## src/dcp_defines.vh

```
// Constants for the discharge current protection configuration block
// How it works
// RULE1: At a full reset the overcurrent threshold register is loaded from the stored threshold parameter and holds it until the next reset.
// RULE2: With sense range clear the threshold code selects 50 mV plus 10 mV per step, up to 200 mV.
// RULE3: With sense range set the threshold code selects 25 mV plus 5 mV per step, up to 100 mV.
// RULE4: At a full reset the overcurrent delay register is loaded from the stored delay parameter and holds it until the next reset.
// RULE5: The delay code in bits 3:0 selects 1 ms plus 2 ms per step, and bits 7:4 are unused.
// RULE6: At a full reset the short-circuit register is loaded from the stored short-circuit parameter.
// RULE7: The short-circuit delay code in bits 7:4 selects 61 us per step from zero, and bit 3 is unused.
// RULE8: The doubling bit doubles the selected short-circuit delay.
// RULE9: With sense range clear the short-circuit threshold code selects 100 mV plus 50 mV per step.
// RULE10: With sense range set the short-circuit threshold code selects 50 mV plus 25 mV per step.
// RULE11: The three configuration registers read zero from power-on reset until loaded.
// RULE12: A fault is raised only when the sense voltage stays above threshold for the whole delay.
`ifndef DCP_DEFINES_VH
`define DCP_DEFINES_VH
`define DCP_ADDR_OC_THR    8'h00
`define DCP_ADDR_OC_DLY    8'h04
`define DCP_ADDR_SC_CFG    8'h08
`define DCP_ADDR_STATE     8'h0C
`define DCP_ADDR_PARAM     8'h10
`define DCP_ADDR_STATUS    8'h14
`define DCP_ADDR_MASK      8'h18
`define DCP_ADDR_SENSE     8'h1C
`define DCP_CFG_RESET      8'h00
`define DCP_OC_THR_BASE0   16'd50
`define DCP_OC_THR_STEP0   16'd10
`define DCP_OC_THR_BASE1   16'd25
`define DCP_OC_THR_STEP1   16'd5
`define DCP_SC_THR_BASE0   16'd100
`define DCP_SC_THR_STEP0   16'd50
`define DCP_SC_THR_BASE1   16'd50
`define DCP_SC_THR_STEP1   16'd25
`define DCP_CLK_MHZ        100
`define DCP_OC_DLY_BASE_MS 5'h01
`define DCP_OC_DLY_STEP_MS 5'h02
`define DCP_SC_DLY_STEP_US 61
`define DCP_RESP_OKAY      2'b00
`define DCP_RESP_SLVERR    2'b10
`endif

```

## src/dcp_protect.v

```verilog
// Discharge overcurrent and short-circuit configuration with AXI4-Lite registers
`timescale 1ns/1ps
`default_nettype none
`include "dcp_defines.vh"
module dcp_protect #(
  parameter [31:0] OC_MS_CYCLES = `DCP_CLK_MHZ * 1000,
  parameter [31:0] SC_US_CYCLES = `DCP_CLK_MHZ
) (
  input  wire        aclk,
  input  wire        aresetn,
  input  wire [7:0]  overcurrent_threshold_param,
  input  wire [7:0]  overcurrent_delay_param,
  input  wire [7:0]  short_circuit_discharge_param,
  input  wire [15:0] sense_mv,
  input  wire [7:0]  s_axi_awaddr,
  input  wire        s_axi_awvalid,
  output reg         s_axi_awready,
  input  wire [31:0] s_axi_wdata,
  input  wire [3:0]  s_axi_wstrb,
  input  wire        s_axi_wvalid,
  output reg         s_axi_wready,
  output reg  [1:0]  s_axi_bresp,
  output reg         s_axi_bvalid,
  input  wire        s_axi_bready,
  input  wire [7:0]  s_axi_araddr,
  input  wire        s_axi_arvalid,
  output reg         s_axi_arready,
  output reg  [31:0] s_axi_rdata,
  output reg  [1:0]  s_axi_rresp,
  output reg         s_axi_rvalid,
  input  wire        s_axi_rready,
  output reg         oc_fault,
  output reg         sc_fault,
  output reg         irq
);
  reg  [7:0]  overcurrent_threshold_cfg_reg;
  reg  [7:0]  overcurrent_delay_cfg_reg;
  reg  [7:0]  short_circuit_discharge_cfg_reg;
  reg  [1:0]  state_control_reg;
  reg         loaded_reg;
  reg  [1:0]  status_reg;
  reg  [1:0]  mask_reg;
  reg  [15:0] sense_meta_reg;
  reg  [15:0] sense_sync_reg;
  reg  [7:0]  awaddr_reg;
  reg  [31:0] wdata_reg;
  reg  [3:0]  wstrb_reg;
  reg         aw_have_reg;
  reg         w_have_reg;
  reg  [31:0] oc_tick_reg;
  reg  [4:0]  oc_ms_reg;
  reg  [31:0] sc_tick_reg;
  reg  [10:0] sc_us_reg;
  wire        sense_range_select = state_control_reg[0];
  wire        sc_delay_doubling  = state_control_reg[1];
  wire [3:0]  overcurrent_threshold_code  = overcurrent_threshold_cfg_reg[3:0];
  wire [3:0]  overcurrent_delay_code      = overcurrent_delay_cfg_reg[3:0];
  wire [3:0]  short_circuit_delay_code    = short_circuit_discharge_cfg_reg[7:4];
  wire [2:0]  short_circuit_threshold_code = short_circuit_discharge_cfg_reg[2:0];
  reg  [15:0] oc_thr_mv;
  reg  [15:0] sc_thr_mv;
  wire [4:0]  oc_dly_ms;
  wire [10:0] sc_dly_us;
  wire [9:0]  sc_base_us;
  wire        oc_over;
  wire        sc_over;
  wire        do_write;
  wire        rd_status;
  reg  [31:0] rdata_next;
  reg  [1:0]  rresp_next;

  ////////////////////////////////////////////////////////////////////////////
  // Threshold and delay decode
  always @* begin
    if (sense_range_select) begin
      oc_thr_mv = `DCP_OC_THR_BASE1 + `DCP_OC_THR_STEP1 * {12'h000, overcurrent_threshold_code}; // RULE3
      sc_thr_mv = `DCP_SC_THR_BASE1 + `DCP_SC_THR_STEP1 * {13'h0000, short_circuit_threshold_code}; // RULE10
    end else begin
      oc_thr_mv = `DCP_OC_THR_BASE0 + `DCP_OC_THR_STEP0 * {12'h000, overcurrent_threshold_code}; // RULE2
      sc_thr_mv = `DCP_SC_THR_BASE0 + `DCP_SC_THR_STEP0 * {13'h0000, short_circuit_threshold_code}; // RULE9
    end
  end
  assign oc_dly_ms = `DCP_OC_DLY_BASE_MS + `DCP_OC_DLY_STEP_MS * {1'b0, overcurrent_delay_code}; // RULE5
  // Product is widened first: fifteen steps of 61 need ten bits
  assign sc_base_us = {6'h00, short_circuit_delay_code} * 10'h03D; // RULE7
  // Doubling is a shift so no second multiplier is needed
  assign sc_dly_us = sc_delay_doubling ?
                     {sc_base_us, 1'b0} :                                 // RULE8
                     {1'b0, sc_base_us};                                  // RULE7
  assign oc_over = sense_sync_reg > oc_thr_mv;
  assign sc_over = sense_sync_reg > sc_thr_mv;

  ////////////////////////////////////////////////////////////////////////////
  // Sense input synchroniser; a multi-bit sample may glitch for one cycle,
  // which the qualifying delay absorbs unless the short-circuit delay code is zero
  always @(posedge aclk) begin
    if (!aresetn) begin
      sense_meta_reg <= 16'h0000;
      sense_sync_reg <= 16'h0000;
    end else begin
      sense_meta_reg <= sense_mv;
      sense_sync_reg <= sense_meta_reg;
    end
  end

  ////////////////////////////////////////////////////////////////////////////
  // Configuration load: parameters are caught once after reset release
  always @(posedge aclk) begin
    if (!aresetn) begin
      overcurrent_threshold_cfg_reg   <= `DCP_CFG_RESET; // RULE11
      overcurrent_delay_cfg_reg       <= `DCP_CFG_RESET; // RULE11
      short_circuit_discharge_cfg_reg <= `DCP_CFG_RESET; // RULE11
      loaded_reg                      <= 1'b0;
    end else if (!loaded_reg) begin
      overcurrent_threshold_cfg_reg   <= {4'h0, overcurrent_threshold_param[3:0]}; // RULE1
      overcurrent_delay_cfg_reg       <= {4'h0, overcurrent_delay_param[3:0]};     // RULE4
      short_circuit_discharge_cfg_reg <= {short_circuit_discharge_param[7:4], 1'b0,
                                          short_circuit_discharge_param[2:0]};     // RULE6
      loaded_reg                      <= 1'b1;
    end
  end

  ////////////////////////////////////////////////////////////////////////////
  // Trip timers: any dip below threshold restarts the count
  always @(posedge aclk) begin
    if (!aresetn || !loaded_reg || !oc_over) begin
      oc_tick_reg <= 32'h0000_0000; // RULE12
      oc_ms_reg   <= 5'h00;
      oc_fault    <= 1'b0;
    end else if (oc_ms_reg >= oc_dly_ms) begin
      oc_fault    <= 1'b1; // RULE12
    end else if (oc_tick_reg == OC_MS_CYCLES - 32'h0000_0001) begin
      oc_tick_reg <= 32'h0000_0000;
      oc_ms_reg   <= oc_ms_reg + 5'h01;
    end else begin
      oc_tick_reg <= oc_tick_reg + 32'h0000_0001;
    end
  end

  always @(posedge aclk) begin
    if (!aresetn || !loaded_reg || !sc_over) begin
      sc_tick_reg <= 32'h0000_0000; // RULE12
      sc_us_reg   <= 11'h000;
      sc_fault    <= 1'b0;
    end else if (sc_us_reg >= sc_dly_us) begin
      sc_fault    <= 1'b1; // RULE12
    end else if (sc_tick_reg == SC_US_CYCLES - 32'h0000_0001) begin
      sc_tick_reg <= 32'h0000_0000;
      sc_us_reg   <= sc_us_reg + 11'h001;
    end else begin
      sc_tick_reg <= sc_tick_reg + 32'h0000_0001;
    end
  end

  ////////////////////////////////////////////////////////////////////////////
  // AXI4-Lite write channel
  assign do_write = aw_have_reg && w_have_reg && !s_axi_bvalid;
  always @(posedge aclk) begin
    if (!aresetn) begin
      s_axi_awready     <= 1'b0;
      s_axi_wready      <= 1'b0;
      s_axi_bvalid      <= 1'b0;
      s_axi_bresp       <= `DCP_RESP_OKAY;
      aw_have_reg       <= 1'b0;
      w_have_reg        <= 1'b0;
      awaddr_reg        <= 8'h00;
      wdata_reg         <= 32'h0000_0000;
      wstrb_reg         <= 4'h0;
      state_control_reg <= 2'b00;
      mask_reg          <= 2'b00;
    end else begin
      s_axi_awready <= !aw_have_reg && !s_axi_awready && s_axi_awvalid;
      s_axi_wready  <= !w_have_reg && !s_axi_wready && s_axi_wvalid;
      if (s_axi_awvalid && s_axi_awready) begin
        aw_have_reg <= 1'b1;
        awaddr_reg  <= s_axi_awaddr;
      end
      if (s_axi_wvalid && s_axi_wready) begin
        w_have_reg <= 1'b1;
        wdata_reg  <= s_axi_wdata;
        wstrb_reg  <= s_axi_wstrb;
      end
      if (do_write) begin
        aw_have_reg  <= 1'b0;
        w_have_reg   <= 1'b0;
        s_axi_bvalid <= 1'b1;
        s_axi_bresp  <= `DCP_RESP_OKAY;
        if (awaddr_reg == `DCP_ADDR_STATE) begin
          if (wstrb_reg[0]) begin
            state_control_reg <= wdata_reg[1:0];
          end
        end else if (awaddr_reg == `DCP_ADDR_MASK) begin
          if (wstrb_reg[0]) begin
            mask_reg <= wdata_reg[1:0];
          end
        end else if (awaddr_reg == `DCP_ADDR_OC_THR || awaddr_reg == `DCP_ADDR_OC_DLY ||
                     awaddr_reg == `DCP_ADDR_SC_CFG || awaddr_reg == `DCP_ADDR_PARAM ||
                     awaddr_reg == `DCP_ADDR_STATUS || awaddr_reg == `DCP_ADDR_SENSE) begin
          // Loaded values change only through reset, so writes are dropped
          s_axi_bresp <= `DCP_RESP_OKAY;
        end else begin
          s_axi_bresp <= `DCP_RESP_SLVERR;
        end
      end else if (s_axi_bvalid && s_axi_bready) begin
        s_axi_bvalid <= 1'b0;
      end
    end
  end

  ////////////////////////////////////////////////////////////////////////////
  // AXI4-Lite read channel
  always @* begin
    rresp_next = `DCP_RESP_OKAY;
    if (s_axi_araddr == `DCP_ADDR_OC_THR) begin
      rdata_next = {24'h00_0000, overcurrent_threshold_cfg_reg};
    end else if (s_axi_araddr == `DCP_ADDR_OC_DLY) begin
      rdata_next = {24'h00_0000, overcurrent_delay_cfg_reg};
    end else if (s_axi_araddr == `DCP_ADDR_SC_CFG) begin
      rdata_next = {24'h00_0000, short_circuit_discharge_cfg_reg};
    end else if (s_axi_araddr == `DCP_ADDR_STATE) begin
      rdata_next = {30'h0000_0000, state_control_reg};
    end else if (s_axi_araddr == `DCP_ADDR_PARAM) begin
      rdata_next = {5'h00, sc_dly_us, 11'h000, oc_dly_ms};
    end else if (s_axi_araddr == `DCP_ADDR_STATUS) begin
      rdata_next = {28'h000_0000, sc_fault, oc_fault, status_reg};
    end else if (s_axi_araddr == `DCP_ADDR_MASK) begin
      rdata_next = {30'h0000_0000, mask_reg};
    end else if (s_axi_araddr == `DCP_ADDR_SENSE) begin
      rdata_next = {sc_thr_mv, oc_thr_mv};
    end else begin
      rdata_next = 32'h0000_0000;
      rresp_next = `DCP_RESP_SLVERR;
    end
  end
  assign rd_status = s_axi_arvalid && s_axi_arready && (s_axi_araddr == `DCP_ADDR_STATUS);

  always @(posedge aclk) begin
    if (!aresetn) begin
      s_axi_arready <= 1'b0;
      s_axi_rvalid  <= 1'b0;
      s_axi_rdata   <= 32'h0000_0000;
      s_axi_rresp   <= `DCP_RESP_OKAY;
    end else begin
      s_axi_arready <= !s_axi_arready && !s_axi_rvalid && s_axi_arvalid;
      if (s_axi_arvalid && s_axi_arready) begin
        s_axi_rvalid <= 1'b1;
        s_axi_rdata  <= rdata_next;
        s_axi_rresp  <= rresp_next;
      end else if (s_axi_rvalid && s_axi_rready) begin
        s_axi_rvalid <= 1'b0;
      end
    end
  end

  ////////////////////////////////////////////////////////////////////////////
  // Sticky fault events, cleared by reading status; a new trip wins the clear
  always @(posedge aclk) begin
    if (!aresetn) begin
      status_reg <= 2'b00;
      irq        <= 1'b0;
    end else begin
      status_reg <= (rd_status ? 2'b00 : status_reg) | {sc_over && sc_us_reg >= sc_dly_us && loaded_reg && !sc_fault,
                                                         oc_over && oc_ms_reg >= oc_dly_ms && loaded_reg && !oc_fault};
      irq        <= |(status_reg & mask_reg);
    end
  end
endmodule // dcp_protect
`default_nettype wire

```

## config.mk

```make
export PLATFORM = sky130hd
export DESIGN_NAME = dcp_protect
export DESIGN_NICKNAME = d
export VERILOG_FILES = /design/src/dcp_protect.v
export VERILOG_INCLUDE_DIRS = /design/src
export SDC_FILE = /design/constraint.sdc
export NUM_CORES = 1
export LEC_CHECK = 0
export BUFFER_PORTS_ARGS = -buffer_cell sky130_fd_sc_hd__buf_2
export CORE_ASPECT_RATIO = 1.1
export CORE_MARGIN = 10
export CORE_UTILIZATION = 50
export CTS_CLUSTER_SIZE = 28
export DETAILED_ROUTE_END_ITERATION = 6
export GPL_TIMING_DRIVEN = 0
export HOLD_SLACK_MARGIN = 0.05
export PLACE_DENSITY = 0.74
export SLEW_MARGIN = 20
export SYNTH_ARGS = -nofsm -noshare
export SYNTH_HDL_FRONTEND = slang
export SYNTH_SLANG_ARGS = --single-unit
```

## constraint.sdc

```tcl
create_clock -name aclk -period 4.9 [get_ports aclk]
set_input_delay 0.49 -clock aclk [delete_from_list [all_inputs] [get_ports aclk]]
set_output_delay 0.49 -clock aclk [all_outputs]
set_load 0.05 [all_outputs]
```

==> parameters.txt <==
Parameter                              Value

Drt
  Average via count per standard cell    5.63
  Antenna Violating Nets Remaining    0
  Final routed DRC violation total    0
  Initial detailed-routing violation count    484
  Average wire per standard cell    16.8 microns
  First-pass iteration count of the detailed router    5
  Wire length reported by the detailed router    25,000 microns
  Via count    8,357

Critical path
  Critical R2R Launch    short_circuit_discharge_cfg_reg[7]
  Number of cells on the critical path    20
  Worst Path Class, Setup    flip-flop to flip-flop
  Family with the most delay on the worst path    adder cells
  Critical path's slowest cell    sky130_fd_sc_hd__fa_1
  Stage delay of the slowest cell on the critical path    570 ps
  Reg-to-reg endpoint    sc_us_reg[7]
  Ordered list of cells on the worst path    fa_1 > inv_1 > fa_1 > inv_2 > ha_4 > nor2b_1 > o21a_1 > o211a_1 > or3_4 > and2_4 > nand2_2 > ha_4 > a211oi_2 > o21ai_2 > a211oi_4 > buf_6 > o21ai_4 > buf_6 > or4_1 > a21oi_1
  Launching instance or port of the critical path    short_circuit_discharge_cfg_reg[7]
  Critical-path maximum fanout    7
  Slack of the worst reg-to-reg path    120 ps
  Required time at the endpoint of the critical path    5270 ps
  End point of the critical path    sc_us_reg[7]
  Worst setup EP type    flip-flop
  Length in cells of the worst reg-to-reg path    20
  Sum of buffers and inverters on the critical path    4
  Worst endpoint data arrival time    5150 ps
  Type of element launching the critical path    flip-flop

Timing
  Pins Over Slew Limit    0
  Final hold viol count    0
  Setup tns final    0 ps
  Final setup fails    0
  Fmax achieved    209 MHz
  Final period utilization    0.975
  Transition time at the pin with the least slew margin    848 ps
  Worst Clk Skew    10.2 ps
  Max_slew headroom    0.435
  RSZ-0062 raised after global routing    yes
  Fin crit period    4780 ps

GRT
  Wire length of the first global-routing pass    40,700 microns
  Number of global-route vias before repair    8,234
  Initial antenna violation count    0
  Total gr overflow    0
  Combined global-route utilization of all metal layers    0.190
  Largest net degree at the start of global routing    17

Yosys
  FFs w/ async S/R, synth    0
  Top post-synthesis cells by area    sky130_fd_sc_hd__dfxtp_1 36%, sky130_fd_sc_hd__ha_1 9.6%, sky130_fd_sc_hd__nor2_1 4.5%
  Cell taking the most area after synthesis    sky130_fd_sc_hd__dfxtp_1
  Most frequently used cell type in the post-synthesis netlist    sky130_fd_sc_hd__dfxtp_1
  Number of flops mapped to enable cells by yosys    0
  Synthesized instance count    1,098
  Post-synth top cells    177 x sky130_fd_sc_hd__dfxtp_1, 117 x sky130_fd_sc_hd__nor2_1, 75 x sky130_fd_sc_hd__ha_1
  Share of synthesized area occupied by flip-flops and latches    0.363
  Dominant synthesized flop cell    sky130_fd_sc_hd__dfxtp_1
  Mean instance size in the synthesized netlist    8.89 sq um
  Count of different cell masters after synthesis    77
  Syn Std Cell Area    9760 sq um
  Post-synthesis register bit count    177
  Share of the synthesized area in the top cell type    0.363
  Synthesis Warnings    0

Placed design
  Detail Placement HPWL    18,600 microns
  IO buf count    84
  Gp weighted congestion    0.919
  Area after detailed placement    10,500 sq um

Die
  Die Wd    153 microns
  Floorplan Core Area    19,200 sq um
  Initial Utilization    0.509
  # rows    53
  Count of pins on the block boundary    143
  Area of the die    25,500 sq um
  Height of the die    167 microns

Clocking
  Clock transition at the register clock pins on the worst setup and hold paths after CTS    70 ps
  Clock Sink Count    177
  Clock H-tree levels    4
  Post-CTS Hold Buffers    0
  Clock tree root driver cell    sky130_fd_sc_hd__clkbuf_16
  Number of buffers inserted during clock tree synthesis    17
  Clk_lat worst skew    430 ps
  Clock tree from TritonCTS    done
  Buffer levels on the longest clock path    2

Power and ir drop
  Sequential group share of total power    0.431
  Combinational fraction of design power    0.142
  Pwr per Cell Area    306 nW/um^2
  Part of the total power dissipated in the clock network    0.427
  Sw power    950 uW
  Maximum VDD drop    242 uV
  Leak pwr    0.00466 uW
  Internal Power    2540 uW
  Switching share of power    0.272

Cells and area
  Ant. Diodes    0
  Post-layout instance area    11,400 sq um
  Total number of nets in the final design    1,405
  Relative area change from synthesis to final layout    17.2%
  Layout cell share with drive strength beyond 1    0.167

Run
  MaxCap Viol Count    0

Status
  Outcome    finished, final reports clean

Worst hold path
  Worst hold path type    input pin to flip-flop
[metal layers]
| layer | up-vias | share of wire | GRT usage |
|---|---|---|---|
| met5 | - | 0 | 0 |
| met4 | 0 | 0.033 | 0.0797 |
| met3 | 53 | 0.050 | 0.0404 |
| met2 | 213 | 0.48 | 0.321 |
| met1 | 3931 | 0.43 | 0.227 |
| li1 | 4160 | - | - |
[placed cells by master (no fill, tap or decap), drive strengths merged, types with 6 or more instances in the layout]
master	n
fa	6
buf	130
o2111ai	9
or3	20
nand3	44
nand2	64
xor2	48
inv	45
and4	8
dfxtp	177
nor2	117
a21oi	65
a21o	6
a31oi	6
nor3	18
nand4	24
o21a	10
o221ai	7
o211a	7
clkbuf	44
a211oi	9
or4	8
o211ai	12
ha	75
conb	14
mux2i	37
o21ai	50
nor4	12
and3	18
nor2b	7
xnor2	27
nor4b	8
nand3b	6
and2	42
[kinds of logic (layout without fill, tap and decap cells)]
group	count (synthesis)	in the layout	synth area share
mux	40	40	0.0449
simple gates	414	414	0.223
fa+ha+maj	81	81	0.108
buf+inv	101	227	0.0494
xor+xnor	75	75	0.0673
flops	177	177	0.363
other cells	1	14	0.000384
compound gates	209	209	0.144
[how the worst min path moves through the flow]
stage | depth (start not counted) | from | slack (ps) | end
global placement | 1 | sense_meta_reg[4] | 420 | sense_sync_reg[4]
floorplan | 1 | sense_meta_reg[0] | 410 | sense_sync_reg[0]
finish | 2 | sense_mv[3] | 260 | sense_meta_reg[3]
CTS | 2 | sense_mv[4] | 250 | sense_meta_reg[4]
global route | 2 | sense_mv[13] | 260 | sense_meta_reg[13]
detailed placement | 1 | sense_meta_reg[6] | 420 | sense_sync_reg[6]
[worst register-to-register path, cell delays in order, from the launching register on]
cell,delay (ps)
sky130_fd_sc_hd__dfxtp_4,390
sky130_fd_sc_hd__fa_1,570
sky130_fd_sc_hd__inv_1,60
sky130_fd_sc_hd__fa_1,500
sky130_fd_sc_hd__inv_2,50
sky130_fd_sc_hd__ha_4,250
sky130_fd_sc_hd__nor2b_1,130
sky130_fd_sc_hd__o21a_1,200
sky130_fd_sc_hd__o211a_1,220
sky130_fd_sc_hd__or3_4,380
sky130_fd_sc_hd__and2_4,170
sky130_fd_sc_hd__nand2_2,90
sky130_fd_sc_hd__ha_4,210
sky130_fd_sc_hd__a211oi_2,240
sky130_fd_sc_hd__o21ai_2,100
sky130_fd_sc_hd__a211oi_4,160
sky130_fd_sc_hd__buf_6,160
sky130_fd_sc_hd__o21ai_4,70
sky130_fd_sc_hd__buf_6,150
sky130_fd_sc_hd__or4_1,500
sky130_fd_sc_hd__a21oi_1,140
[power groups by stage]
| stage | clock network, uW | logic (uW) | registers, uW |
|---|---|---|---|
| after floorplan | 0 | 318 | 1550 |
| after global placement | 0 | 450 | 1540 |
| after detailed placement | 0 | 458 | 1540 |
| after CTS | 1510 | 473 | 1510 |
| after global routing | 1570 | 545 | 1510 |
| final | 1490 | 495 | 1510 |
[metrics by stage]
step	instances	total power (uW)	hold WS [ps]	utilization	setup WS, ps
2_1_floorplan	1111	1870	412	-	228
3_3_place_gp	1442	1990	416	0.550	-418
3_5_place_dp	1442	2000	417	0.550	-447
4_1_cts	1475	3490	246	0.586	1.97
5_1_grt	1484	3620	259	0.597	-19.0
6_report	1484	3490	258	0.597	121
[what timing repair did]
action / 4_1_cts / 5_1_grt
resized for setup: 13 / 35
pin swaps: 2 / 10
setup buffers: 2 / 9
setup endpoints to repair: 44 / 45
gates cloned: 0 / 1
[layout make-up]
type / count / area [sq um]
fill: 1691 / 7730
multi-input combinational: 833 / 5930
sequential: 177 / 3550
timing repair buffer: 96 / 515
clock buffer: 18 / 439
buffer: 60 / 338
tap: 247 / 309
clock inverter: 13 / 199
inverter: 40 / 150
(Power assumes the default switching activity.)
